[src/hbridge_defines.vh]
`ifndef HBRIDGE_DEFINES_VH
`define HBRIDGE_DEFINES_VH

`define WORD_BITS          16
`define CTRL_RESET         16'hE000
`define CTRL_STATUS_CLEAR  0
`define CTRL_STAGE_LO      1
`define CTRL_STAGE_HI      12
`define CTRL_OPEN_LOAD_N   13
`define CTRL_SHORT_DELAY   14
`define CTRL_SW_RUN        15
`define STAT_TEMP_PREWARN  0
`define STAT_SHORT         13
`define STAT_INHIBIT       14
`define STAT_SUPPLY_FAIL   15
`define STAT_ALL_ONES      16'hFFFF
`define CLK_PERIOD_NS      40
`define SHORT_DELAY_LONG_US  12000
`define SHORT_DELAY_SHORT_US 1500
`define SHORT_LONG_CYC   ((`SHORT_DELAY_LONG_US * 1000) / `CLK_PERIOD_NS)
`define SHORT_SHORT_CYC  ((`SHORT_DELAY_SHORT_US * 1000) / `CLK_PERIOD_NS)

`endif

[src/half_bridge_serial_control.v]
`timescale 1ns/1ns
`include "hbridge_defines.vh"

module half_bridge_serial_control
(
    clk_sys,
    rst,
    select_n,
    serial_clk,
    serial_in,
    inhibit_pin_n,
    temp_prewarn,
    temp_shutdown,
    supply_under,
    short_sense,
    open_load_sense,
    serial_out,
    serial_out_oe,
    stage_drive,
    open_load_detect_n,
    short_delay_select,
    open_load_current_en
);
    input  wire        clk_sys;
    input  wire        rst;
    input  wire        select_n;
    input  wire        serial_clk;
    input  wire        serial_in;
    input  wire        inhibit_pin_n;
    input  wire        temp_prewarn;
    input  wire        temp_shutdown;
    input  wire        supply_under;
    input  wire [11:0] short_sense;
    input  wire [11:0] open_load_sense;
    output reg         serial_out;
    output reg         serial_out_oe;
    output reg  [11:0] stage_drive;
    output reg         open_load_detect_n;
    output reg         short_delay_select;
    output reg  [11:0] open_load_current_en;

    wire sel_s;
    wire sclk_s;
    wire din_s;
    wire inh_s;
    wire tpw_s;
    wire tsd_s;
    wire uv_s;
    wire [11:0] short_s;
    wire [11:0] open_s;
    wire [11:0] short_fire;
    wire        sel_sync_n;

    // select is synchronised inverted so its idle-high level holds through reset;
    // a zero out of reset would fake a select fall and open a frame
    sync2 u_sel
    (
        .clk_sys (clk_sys),
        .rst     (rst),
        .async_in(~select_n),
        .sync_out(sel_sync_n)
    );
    assign sel_s = ~sel_sync_n;

    // serial clock idles low, so a zero out of reset gives no false edge
    sync2 u_sclk
    (
        .clk_sys (clk_sys),
        .rst     (rst),
        .async_in(serial_clk),
        .sync_out(sclk_s)
    );

    // data shares the clock's latency, so it lines up with the found edge
    sync2 u_din
    (
        .clk_sys (clk_sys),
        .rst     (rst),
        .async_in(serial_in),
        .sync_out(din_s)
    );

    // reads as inhibit for two cycles after reset; stages are off then anyway
    sync2 u_inh
    (
        .clk_sys (clk_sys),
        .rst     (rst),
        .async_in(inhibit_pin_n),
        .sync_out(inh_s)
    );

    sync2 u_tpw
    (
        .clk_sys (clk_sys),
        .rst     (rst),
        .async_in(temp_prewarn),
        .sync_out(tpw_s)
    );

    sync2 u_tsd
    (
        .clk_sys (clk_sys),
        .rst     (rst),
        .async_in(temp_shutdown),
        .sync_out(tsd_s)
    );

    sync2 u_uv
    (
        .clk_sys (clk_sys),
        .rst     (rst),
        .async_in(supply_under),
        .sync_out(uv_s)
    );

    reg  [`WORD_BITS-1:0] ctrl_reg;
    reg  [`WORD_BITS-1:0] rx_shift_reg;
    reg  [`WORD_BITS-1:0] tx_shift_reg;
    reg  [4:0]            bit_count_reg;
    reg                   sel_d_reg;
    reg                   sclk_d_reg;
    reg                   in_frame_reg;
    reg                   supply_fail_reg;
    reg                   shutdown_reg;
    reg  [11:0]           short_off_reg;
    reg  [`WORD_BITS-1:0] status_word;

    wire sel_fall   = sel_d_reg & ~sel_s;
    wire sel_rise   = ~sel_d_reg & sel_s;
    wire sclk_fall  = sclk_d_reg & ~sclk_s;
    wire sclk_rise  = ~sclk_d_reg & sclk_s;
    wire run_enable = ctrl_reg[`CTRL_SW_RUN] & inh_s;
    wire full_word  = (bit_count_reg == 5'h10);
    wire clear_req  = sel_rise & in_frame_reg & full_word & rx_shift_reg[`CTRL_STATUS_CLEAR];
    // stages drop while undervoltage persists and come back as soon as it goes
    wire supply_fail_now = uv_s;
    wire stages_ok  = run_enable & ~supply_fail_now & ~shutdown_reg;

    genvar gi;
    generate
        for (gi = 0; gi < 12; gi = gi + 1)
        begin : g_stage
            sync2 u_sc
            (
                .clk_sys (clk_sys),
                .rst     (rst),
                .async_in(short_sense[gi]),
                .sync_out(short_s[gi])
            );
            sync2 u_ol
            (
                .clk_sys (clk_sys),
                .rst     (rst),
                .async_in(open_load_sense[gi]),
                .sync_out(open_s[gi])
            );
            // prewarning bypasses the delay and shuts the shorted stage at once
            short_timer u_tmr (
                .clk_sys     (clk_sys),
                .rst         (rst),
                .short_active(short_s[gi] & stage_drive[gi]),
                .long_select (ctrl_reg[`CTRL_SHORT_DELAY]),
                .bypass      (tpw_s),
                .expired     (short_fire[gi])
            );
        end
    endgenerate

    integer k;
    integer j;
    always @*
    begin
        status_word = 16'h0000;
        status_word[`STAT_TEMP_PREWARN] = tpw_s;
        for (k = 0; k < 12; k = k + 1)
        begin
            if (!ctrl_reg[`CTRL_OPEN_LOAD_N] && !ctrl_reg[k + 1])
                status_word[k + 1] = open_s[k];
            else
                status_word[k + 1] = stage_drive[k];
        end
        status_word[`STAT_SHORT]        = |short_off_reg;
        status_word[`STAT_INHIBIT]      = ~run_enable;
        status_word[`STAT_SUPPLY_FAIL]  = supply_fail_reg;
        if (shutdown_reg)
            status_word = `STAT_ALL_ONES;
    end

    always @(posedge clk_sys)
    begin
        if (rst)
        begin
            ctrl_reg             <= `CTRL_RESET;
            rx_shift_reg         <= 16'h0000;
            tx_shift_reg         <= 16'h0000;
            bit_count_reg        <= 5'h00;
            sel_d_reg            <= 1'b1;
            sclk_d_reg           <= 1'b0;
            in_frame_reg         <= 1'b0;
            supply_fail_reg      <= 1'b0;
            shutdown_reg         <= 1'b0;
            short_off_reg        <= 12'h000;
            serial_out           <= 1'b0;
            serial_out_oe        <= 1'b0;
            stage_drive          <= 12'h000;
            open_load_detect_n   <= 1'b1;
            short_delay_select   <= 1'b1;
            open_load_current_en <= 12'h000;
        end
        else
        begin
            sel_d_reg  <= sel_s;
            sclk_d_reg <= sclk_s;

            if (sel_fall)
            begin
                in_frame_reg  <= 1'b1;
                bit_count_reg <= 5'h00;
                tx_shift_reg  <= status_word;
                serial_out    <= status_word[0];
                serial_out_oe <= 1'b1;
            end
            else if (sel_rise)
            begin
                in_frame_reg  <= 1'b0;
                serial_out_oe <= 1'b0;
                // short frames abort and leave the control word as it was
                if (in_frame_reg && full_word)
                    ctrl_reg <= rx_shift_reg;
            end
            else if (in_frame_reg && !sel_s)
            begin
                if (sclk_fall)
                begin
                    rx_shift_reg <= {din_s, rx_shift_reg[15:1]};
                    if (!full_word)
                        bit_count_reg <= bit_count_reg + 5'h01;
                end
                if (sclk_rise && bit_count_reg != 5'h00)
                begin
                    tx_shift_reg <= {1'b0, tx_shift_reg[15:1]};
                    serial_out   <= tx_shift_reg[1];
                end
            end

            // set wins over clear on the sticky flags
            if (uv_s)
                supply_fail_reg <= 1'b1;
            else if (clear_req)
                supply_fail_reg <= 1'b0;

            if (tsd_s)
                shutdown_reg <= 1'b1;
            else if (clear_req)
                shutdown_reg <= 1'b0;

            // a stage shut off by a short stays off until the status clear
            for (j = 0; j < 12; j = j + 1)
            begin
                if (short_fire[j])
                    short_off_reg[j] <= 1'b1;
                else if (clear_req)
                    short_off_reg[j] <= 1'b0;
            end

            for (j = 0; j < 12; j = j + 1)
            begin
                stage_drive[j] <= stages_ok & ctrl_reg[j + 1] & ~short_off_reg[j]
                                  & ~short_fire[j];
                open_load_current_en[j] <= ~ctrl_reg[`CTRL_OPEN_LOAD_N]
                                           & ~ctrl_reg[j + 1];
            end
            open_load_detect_n <= ctrl_reg[`CTRL_OPEN_LOAD_N];
            short_delay_select <= ctrl_reg[`CTRL_SHORT_DELAY];
        end
    end
endmodule // half_bridge_serial_control

[src/short_timer.v]
`timescale 1ns/1ns
`include "hbridge_defines.vh"
// counts while a short persists; fires once the selected delay has passed, or at once while bypass is set
module short_timer
#(
    parameter [31:0] LONG_CYC  = `SHORT_LONG_CYC,
    parameter [31:0] SHORT_CYC = `SHORT_SHORT_CYC
)
(
    clk_sys,
    rst,
    short_active,
    long_select,
    bypass,
    expired
);
    input  wire clk_sys;
    input  wire rst;
    input  wire short_active;
    input  wire long_select;
    input  wire bypass;
    output reg  expired;

    reg  [31:0] count_reg;
    wire [31:0] limit;

    assign limit = long_select ? LONG_CYC : SHORT_CYC;

    always @(posedge clk_sys)
    begin
        if (rst)
        begin
            count_reg <= 32'h00000000;
            expired   <= 1'b0;
        end
        else if (!short_active)
        begin
            count_reg <= 32'h00000000;
            expired   <= 1'b0;
        end
        else
        begin
            if (count_reg < limit)
                count_reg <= count_reg + 32'h00000001;
            expired <= bypass || (count_reg + 32'h00000001 >= limit);
        end
    end
endmodule // short_timer

[src/sync2.v]
`timescale 1ns/1ns
module sync2
(
    clk_sys,
    rst,
    async_in,
    sync_out
);
    input  wire clk_sys;
    input  wire rst;
    input  wire async_in;
    output wire sync_out;

    reg first_reg;
    reg second_reg;

    always @(posedge clk_sys)
    begin
        if (rst)
        begin
            first_reg  <= 1'b0;
            second_reg <= 1'b0;
        end
        else
        begin
            first_reg  <= async_in;
            second_reg <= first_reg;
        end
    end

    assign sync_out = second_reg;
endmodule // sync2

[config.mk]
export PLATFORM = sky130hd
export DESIGN_NAME = half_bridge_serial_control
export DESIGN_NICKNAME = d
export VERILOG_FILES = /design/src/half_bridge_serial_control.v /design/src/short_timer.v /design/src/sync2.v
export VERILOG_INCLUDE_DIRS = /design/src
export SDC_FILE = /design/constraint.sdc
export NUM_CORES = 1
export LEC_CHECK = 0
export CAP_MARGIN = 10
export CORE_MARGIN = 2
export CORE_UTILIZATION = 50
export CTS_CLUSTER_SIZE = 12
export DETAILED_ROUTE_END_ITERATION = 6
export DONT_BUFFER_PORTS = 1
export PLACE_DENSITY = 0.8
export SLEW_MARGIN = 15
export SYNTH_ARGS = -nofsm -noshare
export SYNTH_HDL_FRONTEND = slang
export SYNTH_SLANG_ARGS = --single-unit
[constraint.sdc]
create_clock -name clk_sys -period 4.6 [get_ports clk_sys]
set_input_delay 0 -clock clk_sys [delete_from_list [all_inputs] [get_ports clk_sys]]
set_output_delay 0 -clock clk_sys [all_outputs]
set_load 0.005 [all_outputs]
Word-level counts from Yosys, hierarchy flattened
Cells that the tools add are included.
{"block": "totals", "ff_bits": 555, "in_bits": 33, "output_inout_bits": 28, "word_cells": 396}
{"block": "op_classes", "n_addsub": 13, "magnitude_cmp": 24, "eq_ne": 2, "n_mux": 39, "bitwise": 130, "reduce_logical": 76}
{"op": "$add 32x1->32 const B", "n": 12}
{"op": "$ge 32x32->1", "n": 12}
{"op": "$lt 32x32->1", "n": 12}
{"op": "$mux 16", "n": 5}
{"op": "$and 1x1->1", "n": 70}
{"op": "$not 1->1", "n": 60}
{"op": "$reduce_bool 2->1", "n": 17}
{"op": "$mux 1", "n": 33}
{"op": "$reduce_or 2->1", "n": 13}
{"op": "$mux 19", "n": 1}
{"op": "$logic_and 1x1->1", "n": 15}
{"op": "$logic_not 1->1", "n": 13}
{"op": "$logic_or 1x1->1", "n": 12}
{"op": "$reduce_or 12->1", "n": 1}
{"op": "$reduce_and 4->1", "n": 2}
{"op": "$reduce_and 3->1", "n": 2}
{"op": "$add 5x1->5 const B", "n": 1}
{"op": "$eq 5x5->1 const B", "n": 1}
{"op": "$reduce_bool 5->1", "n": 1}
{"op": "$ne 2x2->1 const B", "n": 1}

Longest topological paths before layout
Gate-level depths: netlist of the first run.
{"block": "logic_depth", "word_depth": 7, "mapped_depth": 13, "depth_no_buf": 13}

Modules after synthesis
Synthesis of the first run repeated with hierarchy kept, for this count alone.
{"block": "hier_totals", "hier_cells": 3975, "hier_area_um2": 33374.5}
{"mod": "short_timer at g_stage[0].u_tmr ...", "n_inst": 11, "cells_per_inst": 283, "area_each_um2": 2313.5, "seq_area_each_um2": 660.6}
{"mod": "half_bridge_serial_control", "n_inst": 1, "cells_per_inst": 447, "area_each_um2": 3945.0, "seq_area_each_um2": 1901.8}
{"mod": "short_timer at g_stage[9].u_tmr", "n_inst": 1, "cells_per_inst": 291, "area_each_um2": 2352.3, "seq_area_each_um2": 660.6}
{"mod": "sync2", "n_inst": 31, "cells_per_inst": 4, "area_each_um2": 52.6, "seq_area_each_um2": 40.0}

Worst setup path before layout of the first run
No wires, ideal clock.
{"block": "synth_timing", "kind": "register -> register", "from": "reg ctrl_reg[14]", "to": "reg g_stage[6].u_tmr.expired", "setup_ns": 0.131, "arrival_ns": 4.751, "t_required_ns": 4.469, "path_slack_ns": -0.282, "stages_incl_launch_ff": 12, "path_buffers": 1, "period_less_slack_ns": 4.882, "cell_sequence": "dfxtp_1 > buf_2 > inv_1 > ha_1 > a21bo_2 > a21o_1 > a21o_1 > a31o_2 > a311o_1 > a41o_1 > a211oi_1 > a31oi_1"}
{"block": "synth_via", "elab_chain_len": 3}
{"element": "start: declaration", "line": "half_bridge_serial_control.v:116", "text": "reg [`WORD_BITS-1:0] ctrl_reg;"}
{"element": "start signal: assignment", "line": "half_bridge_serial_control.v:193", "text": "ctrl_reg <= `CTRL_RESET;"}
{"element": "start signal: assignment", "line": "half_bridge_serial_control.v:229", "text": "ctrl_reg <= rx_shift_reg;"}
{"element": "$mux 19", "line": "short_timer.v:27", "text": "assign limit = long_select ? LONG_CYC : SHORT_CYC;"}
{"element": "$ge 32x32->1", "line": "short_timer.v:45", "text": "expired <= bypass || (count_reg + 32'h00000001 >= limit);"}
{"element": "$logic_or 1x1->1", "line": "short_timer.v:45"}
{"element": "end signal: assignment", "line": "short_timer.v:45"}
{"element": "end: declaration", "line": "short_timer.v:22", "text": "output reg expired;"}
No other way between the ends.
A chain may end at the register's enable or synchronous reset.

Worst setup path in the final report of the first run
{"block": "layout_timing", "from": "reg ctrl_reg[14]", "to": "reg g_stage[7].u_tmr.count_reg[16]"}
{"block": "layout_via", "elab_chain_len": 2}
{"element": "$mux 19", "line": "short_timer.v:27"}
{"element": "$lt 32x32->1", "line": "short_timer.v:43", "text": "if (count_reg < limit)"}
{"element": "end signal: assignment", "line": "short_timer.v:44", "text": "count_reg <= count_reg + 32'h00000001;"}
{"element": "end: declaration", "line": "short_timer.v:24", "text": "reg [31:0] count_reg;"}
No other way between the ends.

==> run_results.csv, run 1 <==
group,metric,value,unit
final_layout,final_core_utilization,0.551,
min_path,hold-path-endpoint,"g_stage[5].u_sc.first_reg$_SDFF_PP0_",
setup_path,reg2reg_to,"g_stage[7].u_tmr.count_reg[16]$_SDFFE_PP0N_",
placed_design,hpwlAfterDp,48.8,mm
min_path,worst_hold_path_stage_count,2,
synthesis,yosys-top-cells-area,"sky130_fd_sc_hd__dfxtp_1 (35%), sky130_fd_sc_hd__ha_1 (6.3%), sky130_fd_sc_hd__xnor2_1 (5.5%), sky130_fd_sc_hd__nand2_1 (3.8%), sky130_fd_sc_hd__a21oi_1 (3.7%)",
outcome,run_status,"complete, but fails checks",
clock_network,post_cts_setup_buffers,0,
floorplanning,dieArea,0.0646,mm²
min_path,holdCritPathClass,"in2reg",
synthesis,synth_top_family_by_area,"simple AND/OR/NAND/NOR gates",
grt,total_track_usage,0.227,
clock_network,ctsRootBufferMaster,"sky130_fd_sc_hd__clkbuf_16",
timing,drv_slew,0,
timing,maxSlewHeadroom,0.182,
timing,finish_stage_setup_viols,0,
placed_design,placedCellCount,4428,
timing,skew,0.0188,ns
timing,fin_crit_sh,0.803,
synthesis,dominantRegCellSynth,"sky130_fd_sc_hd__dfxtp_1",
synthesis,synthAdderAreaFrac,0.0635,
setup_path,cp.required,5.15,ns
clock_network,clkSinkCount,553,
clock_network,ctsLongestPathBuffers,3,
route,via_per_inst,5.96,
final_layout,final_design_area_no_fill,0.0341,mm²
clock_network,cts_repair_resize_count,0,
placed_design,placed_cell_area,0.0315,mm²
route,detail-route-antenna-nets,1,
floorplanning,num_io_pins,61,
synthesis,avgSynthCellArea,8.18,µm²
clock_network,cts.clk_slew.worst_paths,0.06,ns
synthesis,synth.top_cells.by_count,"sky130_fd_sc_hd__dfxtp_1 (553), sky130_fd_sc_hd__nand2_1 (315), sky130_fd_sc_hd__nor2_1 (302)",
final_layout,largest_register_ff_count,384,
setup_path,critical_path.startpoint_type,"register",
clock_network,hold_buffers,43,
synthesis,synth_sequential_area_ratio,0.354,
synthesis,synth.lib_cells_used.distinct,96,
power,power_density,297,mW/mm²
synthesis,syn-cell-area,0.0313,mm²
setup_path,end_kind,"register",
route,routedWlPerCell,16.2,µm
setup_path,critPathArrivalTime,4.24,ns
synthesis,synth_warnings,0,
synthesis,yosysMostFrequentCell,"sky130_fd_sc_hd__dfxtp_1",
clock_network,cts_tree,"done",
floorplanning,rows,91,
clock_network,htreeDepth,2,
grt,via_count_of_the_first_global_routing_pass,24800,
setup_path,crit_type,"reg2reg",
job,max_cap_violations,0,
grt,antenna_found_initial,4,
timing,grt_setup_unrepaired,"no",
min_path,worstHoldStart,"short_sense[5]",
final_layout,fin_nets,3888,
final_layout,areaGrowthSynthToFinish,8.93,%
timing,top_achievable_clock_speed,271,MHz
route,route.vias.total,27400,
timing,worstMarginPinSlew,1.22,ns
clock_network,clk-insertion-delay-late,0.64,ns
grt,grt_first_pass_wirelength,123,mm
setup_path,crit-reg2reg-launch,"ctrl_reg[14]$_SDFFE_PP1P_",
placed_design,port_buffers,0,
synthesis,mapped_cells,3825,
timing,finalWorstPathRequiredPeriod,3.69,ns
timing,final-hold-violation-count,0,
route,final_wirelength,74.5,mm
final_layout,filler_cell_count,5472,
clock_network,numCtsBuffers,61,
outcome,failed_checks,"antenna violations",
route,detailedRoute.firstPassIterationCount,6,
power,ir_worst_vdd,299,µV
floorplanning,floorplan.initialDensity,0.506,
final_layout,instances_no_fill,4589,
floorplanning,fp.dieW,254,µm
synthesis,synthDominantAreaCellType,"sky130_fd_sc_hd__dfxtp_1",
synthesis,postSynthNetCount,4016,
route,drt_drc_violations_left,0,
floorplanning,core-area,0.0618,mm²
synthesis,post_synth_arst_share,0,
setup_path,timing.critical_path.fanout_max,49,
placed_design,gp_congestion,0.875,
power,leakage,12.5,nW
synthesis,count_of_flip_flops_with_a_built_in_enable_after_synthesis,0,
grt,globalRoute.totalOverflow,0,
synthesis,yosysTopAreaCellShare,0.354,
synthesis,synth_simple_gate_area_share,0.302,
grt,grt_max_degree,141,
setup_path,register_to_register_path_setup_slack,0.91,ns
floorplanning,dieHeight,254,µm
synthesis,postSynthRegisterBits,553,
route,drt_first_iter_violations,2536,
synthesis,muxShareOfSynthArea,0.0178,
synthesis,synth-compound-area-share,0.148,
synthesis,synth-xor-area-share,0.0745,
power,power,10.1,mW
timing,finalSetupTns,0,ns
setup_path,reg2reg_depth,8,
final_layout,post_route_cells_drive_above_1_share,0.0572,
-- power by group --
part	switching, mW	internal [mW]
clock	2.03	3.13
sequential	0.0161	4.82
combinational	0.0568	0.0505
total	2.11	8.00
-- area by class of cell --
type | count | area (µm²) | area share
clock buffers | 85 | 1780 | 0.0522
repair buffers | 62 | 591 | 0.0173
multi-input cells | 2953 | 19000 | 0.556
inverters | 66 | 250 | 0.00734
clock inverters | 25 | 359 | 0.0105
well taps | 837 | 1050 | 0.0307
diodes | 8 | 20.0 | 0.000587
flip-flops and latches | 553 | 11100 | 0.325
-- cells by family (layout without fill, tap and decap cells) --
kind of cell / Yosys count / in the layout
other: 0 / 8
xor gates and xnor gates: 266 / 266
muxes: 53 / 53
DFF: 553 / 553
AOI/OAI and AO/OA: 740 / 740
adders and majority gates: 159 / 159
buffers and inverters: 319 / 238
and+or+nand+nor: 1735 / 1735
-- how the worst max path moves through the flow --
stage,endpoint,start,depth (start not counted)
CTS,g_stage[7].u_tmr.count_reg[16]$_SDFFE_PP0N_,ctrl_reg[14]$_SDFFE_PP1P_,8
global placement,g_stage[7].u_tmr.count_reg[16]$_SDFFE_PP0N_,ctrl_reg[14]$_SDFFE_PP1P_,8
global route,g_stage[2].u_tmr.count_reg[10]$_SDFFE_PP0N_,ctrl_reg[14]$_SDFFE_PP1P_,10
detailed placement,g_stage[7].u_tmr.count_reg[16]$_SDFFE_PP0N_,ctrl_reg[14]$_SDFFE_PP1P_,8
floorplan,g_stage[6].u_tmr.expired$_SDFF_PP0_,ctrl_reg[14]$_SDFFE_PP1P_,11
finish,g_stage[7].u_tmr.count_reg[16]$_SDFFE_PP0N_,ctrl_reg[14]$_SDFFE_PP1P_,8
-- worst max-delay path, cell delays in order (launching register included) --
cell,delay (ns)
sky130_fd_sc_hd__dfxtp_4,0.51
sky130_fd_sc_hd__inv_4,0.11
sky130_fd_sc_hd__buf_4,0.60
sky130_fd_sc_hd__ha_1,0.37
sky130_fd_sc_hd__o21a_1,0.13
sky130_fd_sc_hd__or3_4,0.40
sky130_fd_sc_hd__or3_2,0.79
sky130_fd_sc_hd__or4_1,0.49
sky130_fd_sc_hd__a21oi_1,0.14
-- metrics by stage --
stage                     setup slack [ns]  hold WS, ns
final                                0.907       0.0276
after global placement               0.915       0.0800
after detailed placement             0.845       0.0795
after global routing                 0.699       0.0230
after CTS                            0.808    0.0000433
after floorplan                      0.127       0.0667
-- routing by layer --
metal  vias to the layer above  routed length [µm]  track usage
li1                      13700                   -            -
met1                     12800               34500        0.315
met2                       778               32900        0.359
met3                       129                5030       0.0346
met4                         0                2110       0.0758
met5                         -                   0            0
-- layout by cell type, fill, tap and decap left out, types with 33 or more instances in the layout --
cell type,netlist,routed
sky130_fd_sc_hd__dfxtp_1,553,552
sky130_fd_sc_hd__nand2_1,315,315
sky130_fd_sc_hd__nor2_1,302,302
sky130_fd_sc_hd__a21oi_1,232,232
sky130_fd_sc_hd__nand3_1,197,197
sky130_fd_sc_hd__xnor2_1,196,196
sky130_fd_sc_hd__o21ai_0,187,187
sky130_fd_sc_hd__ha_1,158,158
sky130_fd_sc_hd__and3_1,152,152
sky130_fd_sc_hd__or3_1,123,122
sky130_fd_sc_hd__nor3_1,99,99
sky130_fd_sc_hd__nand4_1,97,97
sky130_fd_sc_hd__nor4_1,80,80
sky130_fd_sc_hd__and2_1,75,75
sky130_fd_sc_hd__nor2b_1,72,72
sky130_fd_sc_hd__xor2_1,70,70
sky130_fd_sc_hd__inv_1,66,65
sky130_fd_sc_hd__clkbuf_16,0,62
sky130_fd_sc_hd__and4_1,42,42
sky130_fd_sc_hd__a31oi_1,43,42
sky130_fd_sc_hd__dlygate4sd3_1,0,42
sky130_fd_sc_hd__o31ai_1,39,39
sky130_fd_sc_hd__or4_1,36,36
sky130_fd_sc_hd__mux2i_1,35,35
sky130_fd_sc_hd__o21a_1,33,33
(Power assumes the default switching activity.)
==> run 2: changes to the inputs <==
==> constraint.sdc (replaced) <==
create_clock -name clk_sys -period 3 [get_ports clk_sys]
set_input_delay 0 -clock clk_sys [delete_from_list [all_inputs] [get_ports clk_sys]]
set_output_delay 0 -clock clk_sys [all_outputs]
set_load 0.005 [all_outputs]
==> run 2 against run 1 <==
  * The run now ends clean
  * First-iteration DRC count decreased by 14%
  * Final cell count increased by 1.4%
  * Largest power group is now registers
  * Clock skew grew 0.012 ns
==> run_results.csv, run 2 (synthesis results as in run 1) <==
group,metric,value,unit
grt,via_count_of_the_first_global_routing_pass,24800,
route,drt_first_iter_violations,2176,
min_path,worst_hold_path_stage_count,2,
floorplanning,dieArea,0.0646,mm²
setup_path,critical_path.startpoint_type,"register",
route,detail-route-antenna-nets,0,
route,final_wirelength,74.2,mm
final_layout,fin_nets,3964,
floorplanning,num_io_pins,61,
timing,grt_setup_unrepaired,"no",
power,power.internal,11.7,mW
power,power_density,429,mW/mm²
floorplanning,rows,91,
setup_path,end_kind,"register",
setup_path,crit_type,"reg2reg",
min_path,worstHoldStart,"short_sense[11]",
final_layout,largest_register_ff_count,384,
power,seq_power_share,0.500,
route,route.vias.total,27500,
clock_network,post_cts_setup_buffers,0,
clock_network,cts_tree,"done",
final_layout,final_core_utilization,0.559,
setup_path,setup.worst_path.start,"g_stage[4].u_tmr.count_reg[0]$_SDFFE_PP0N_",
final_layout,final_design_area_no_fill,0.0346,mm²
final_layout,post_route_cells_drive_above_1_share,0.0805,
grt,antenna_found_initial,3,
route,routedWlPerCell,15.9,µm
timing,skew,0.0313,ns
setup_path,register_to_register_path_setup_slack,0.16,ns
final_layout,filler_cell_count,5492,
power,leakage,12.8,nW
timing,maxSlewHeadroom,0.208,
route,drt_drc_violations_left,0,
setup_path,cp.required,3.54,ns
placed_design,gp_congestion,0.901,
power,ir_worst_vdd,434,µV
outcome,run_status,"finished clean",
clock_network,ctsLongestPathBuffers,3,
min_path,holdCritPathClass,"in2reg",
grt,total_track_usage,0.225,
grt,globalRoute.totalOverflow,0,
timing,final-hold-violation-count,0,
grt,grt_max_degree,150,
clock_network,htreeDepth,2,
floorplanning,core-area,0.0618,mm²
job,max_cap_violations,0,
power,power,14.8,mW
power,power.share.clock,0.489,
floorplanning,floorplan.initialDensity,0.506,
clock_network,cts.clk_slew.worst_paths,0.06,ns
final_layout,layout_commonest_cell,"sky130_fd_sc_hd__dfxtp_1",
min_path,hold-path-endpoint,"g_stage[11].u_sc.first_reg$_SDFF_PP0_",
setup_path,crit-reg2reg-launch,"g_stage[4].u_tmr.count_reg[0]$_SDFFE_PP0N_",
timing,drv_slew,0,
final_layout,final_cell_mix,"sky130_fd_sc_hd__dfxtp_1 (549), sky130_fd_sc_hd__nand2_1 (315), sky130_fd_sc_hd__nor2_1 (300)",
power,swShare,0.209,
timing,top_achievable_clock_speed,352,MHz
clock_network,clkSinkCount,553,
setup_path,reg2reg_to,"g_stage[4].u_tmr.expired$_SDFF_PP0_",
grt,grt_first_pass_wirelength,123,mm
placed_design,hpwlAfterDp,50.5,mm
timing,fin_crit_sh,0.946,
power,combinationalPowerShare,0.010,
clock_network,numCtsBuffers,59,
placed_design,port_buffers,0,
route,via_per_inst,5.92,
clock_network,ctsRootBufferMaster,"sky130_fd_sc_hd__clkbuf_16",
timing,finish_stage_setup_viols,0,
route,detailedRoute.firstPassIterationCount,6,
floorplanning,dieHeight,254,µm
timing,finalWorstPathRequiredPeriod,2.84,ns
timing,worstMarginPinSlew,1.19,ns
setup_path,critPathArrivalTime,3.37,ns
final_layout,areaGrowthSynthToFinish,10.5,%
setup_path,reg2reg_depth,13,
floorplanning,fp.dieW,254,µm
setup_path,timing.critical_path.fanout_max,6,
power,switching_power,3.09,mW
clock_network,clk-insertion-delay-late,0.64,ns
placed_design,placed_cell_area,0.0322,mm²
## run 2: stage by stage
step,TNS [ns],instances,setup slack [ns],hold slack [ns]
after floorplan,-267.51,3825,-1.06,0.0667
after global placement,0,4514,0.111,0.0774
after detailed placement,0,4514,0.0907,0.0757
after CTS,0,4650,0.0336,0.00224
after global routing,0,4650,0.00173,0.0233
final,0,4651,0.162,0.0248
## run 2: worst max-delay path by stage
stage	endpoint	slack [ns]	depth (start not counted)
6_report	g_stage[4].u_tmr.expired$_SDFF_PP0_	0.16	13
3_5_place_dp	g_stage[8].u_tmr.expired$_SDFF_PP0_	0.09	11
5_1_grt	g_stage[7].u_tmr.expired$_SDFF_PP0_	0.002	9
4_1_cts	g_stage[8].u_tmr.expired$_SDFF_PP0_	0.03	11
2_1_floorplan	g_stage[7].u_tmr.count_reg[17]$_SDFFE_PP0N_	-1.06	11
3_3_place_gp	g_stage[9].u_tmr.count_reg[19]$_SDFFE_PP0N_	0.11	10
## run 2: area by class of cell
type	instances	area, µm²	area share
diodes	1	2.50	0.0000724
clock buffers	84	1670	0.0484
clock inverters	17	228	0.00659
inverters	66	251	0.00728
multi-input cells	2953	19100	0.552
flip-flops and latches	553	11100	0.320
well taps	837	1050	0.0303
repair buffers	140	1200	0.0346
## run 2: worst max-delay path: stages (launching register included)
cell and delay, ns:
sky130_fd_sc_hd__dfxtp_1 0.40, sky130_fd_sc_hd__ha_2 0.29, sky130_fd_sc_hd__nand3_1 0.20, sky130_fd_sc_hd__nor2_2 0.20, sky130_fd_sc_hd__nand4_1 0.19, sky130_fd_sc_hd__xnor2_1 0.20
sky130_fd_sc_hd__ha_1 0.19, sky130_fd_sc_hd__inv_1 0.04, sky130_fd_sc_hd__o221a_2 0.21, sky130_fd_sc_hd__o21ai_0 0.26, sky130_fd_sc_hd__o21ai_0 0.13, sky130_fd_sc_hd__o21ai_0 0.19
sky130_fd_sc_hd__nor4_1 0.07, sky130_fd_sc_hd__o22ai_1 0.18
## run 2: layer usage
metal / GRT usage / wire length [µm]
met1: 0.311 / 34500
met4: 0.0644 / 1510
met2: 0.364 / 33700
met3: 0.0360 / 4470
met5: 0 / 0
## run 2: power groups by stage
stage	Sequential, mW	Clock (mW)	Combinational [mW]
floorplan	7.56	0	0.0851
global placement	7.57	0	0.0750
detailed placement	7.58	0	0.0764
CTS	7.41	7.39	0.152
global route	7.41	7.71	0.167
finish	7.42	7.25	0.154
## run 2: repair_timing
action                                  CTS  global route
endpoints found under the hold margin   331             0
resized for setup                         0            20
endpoints found under the setup margin    0            14
hold buffers                             35             0
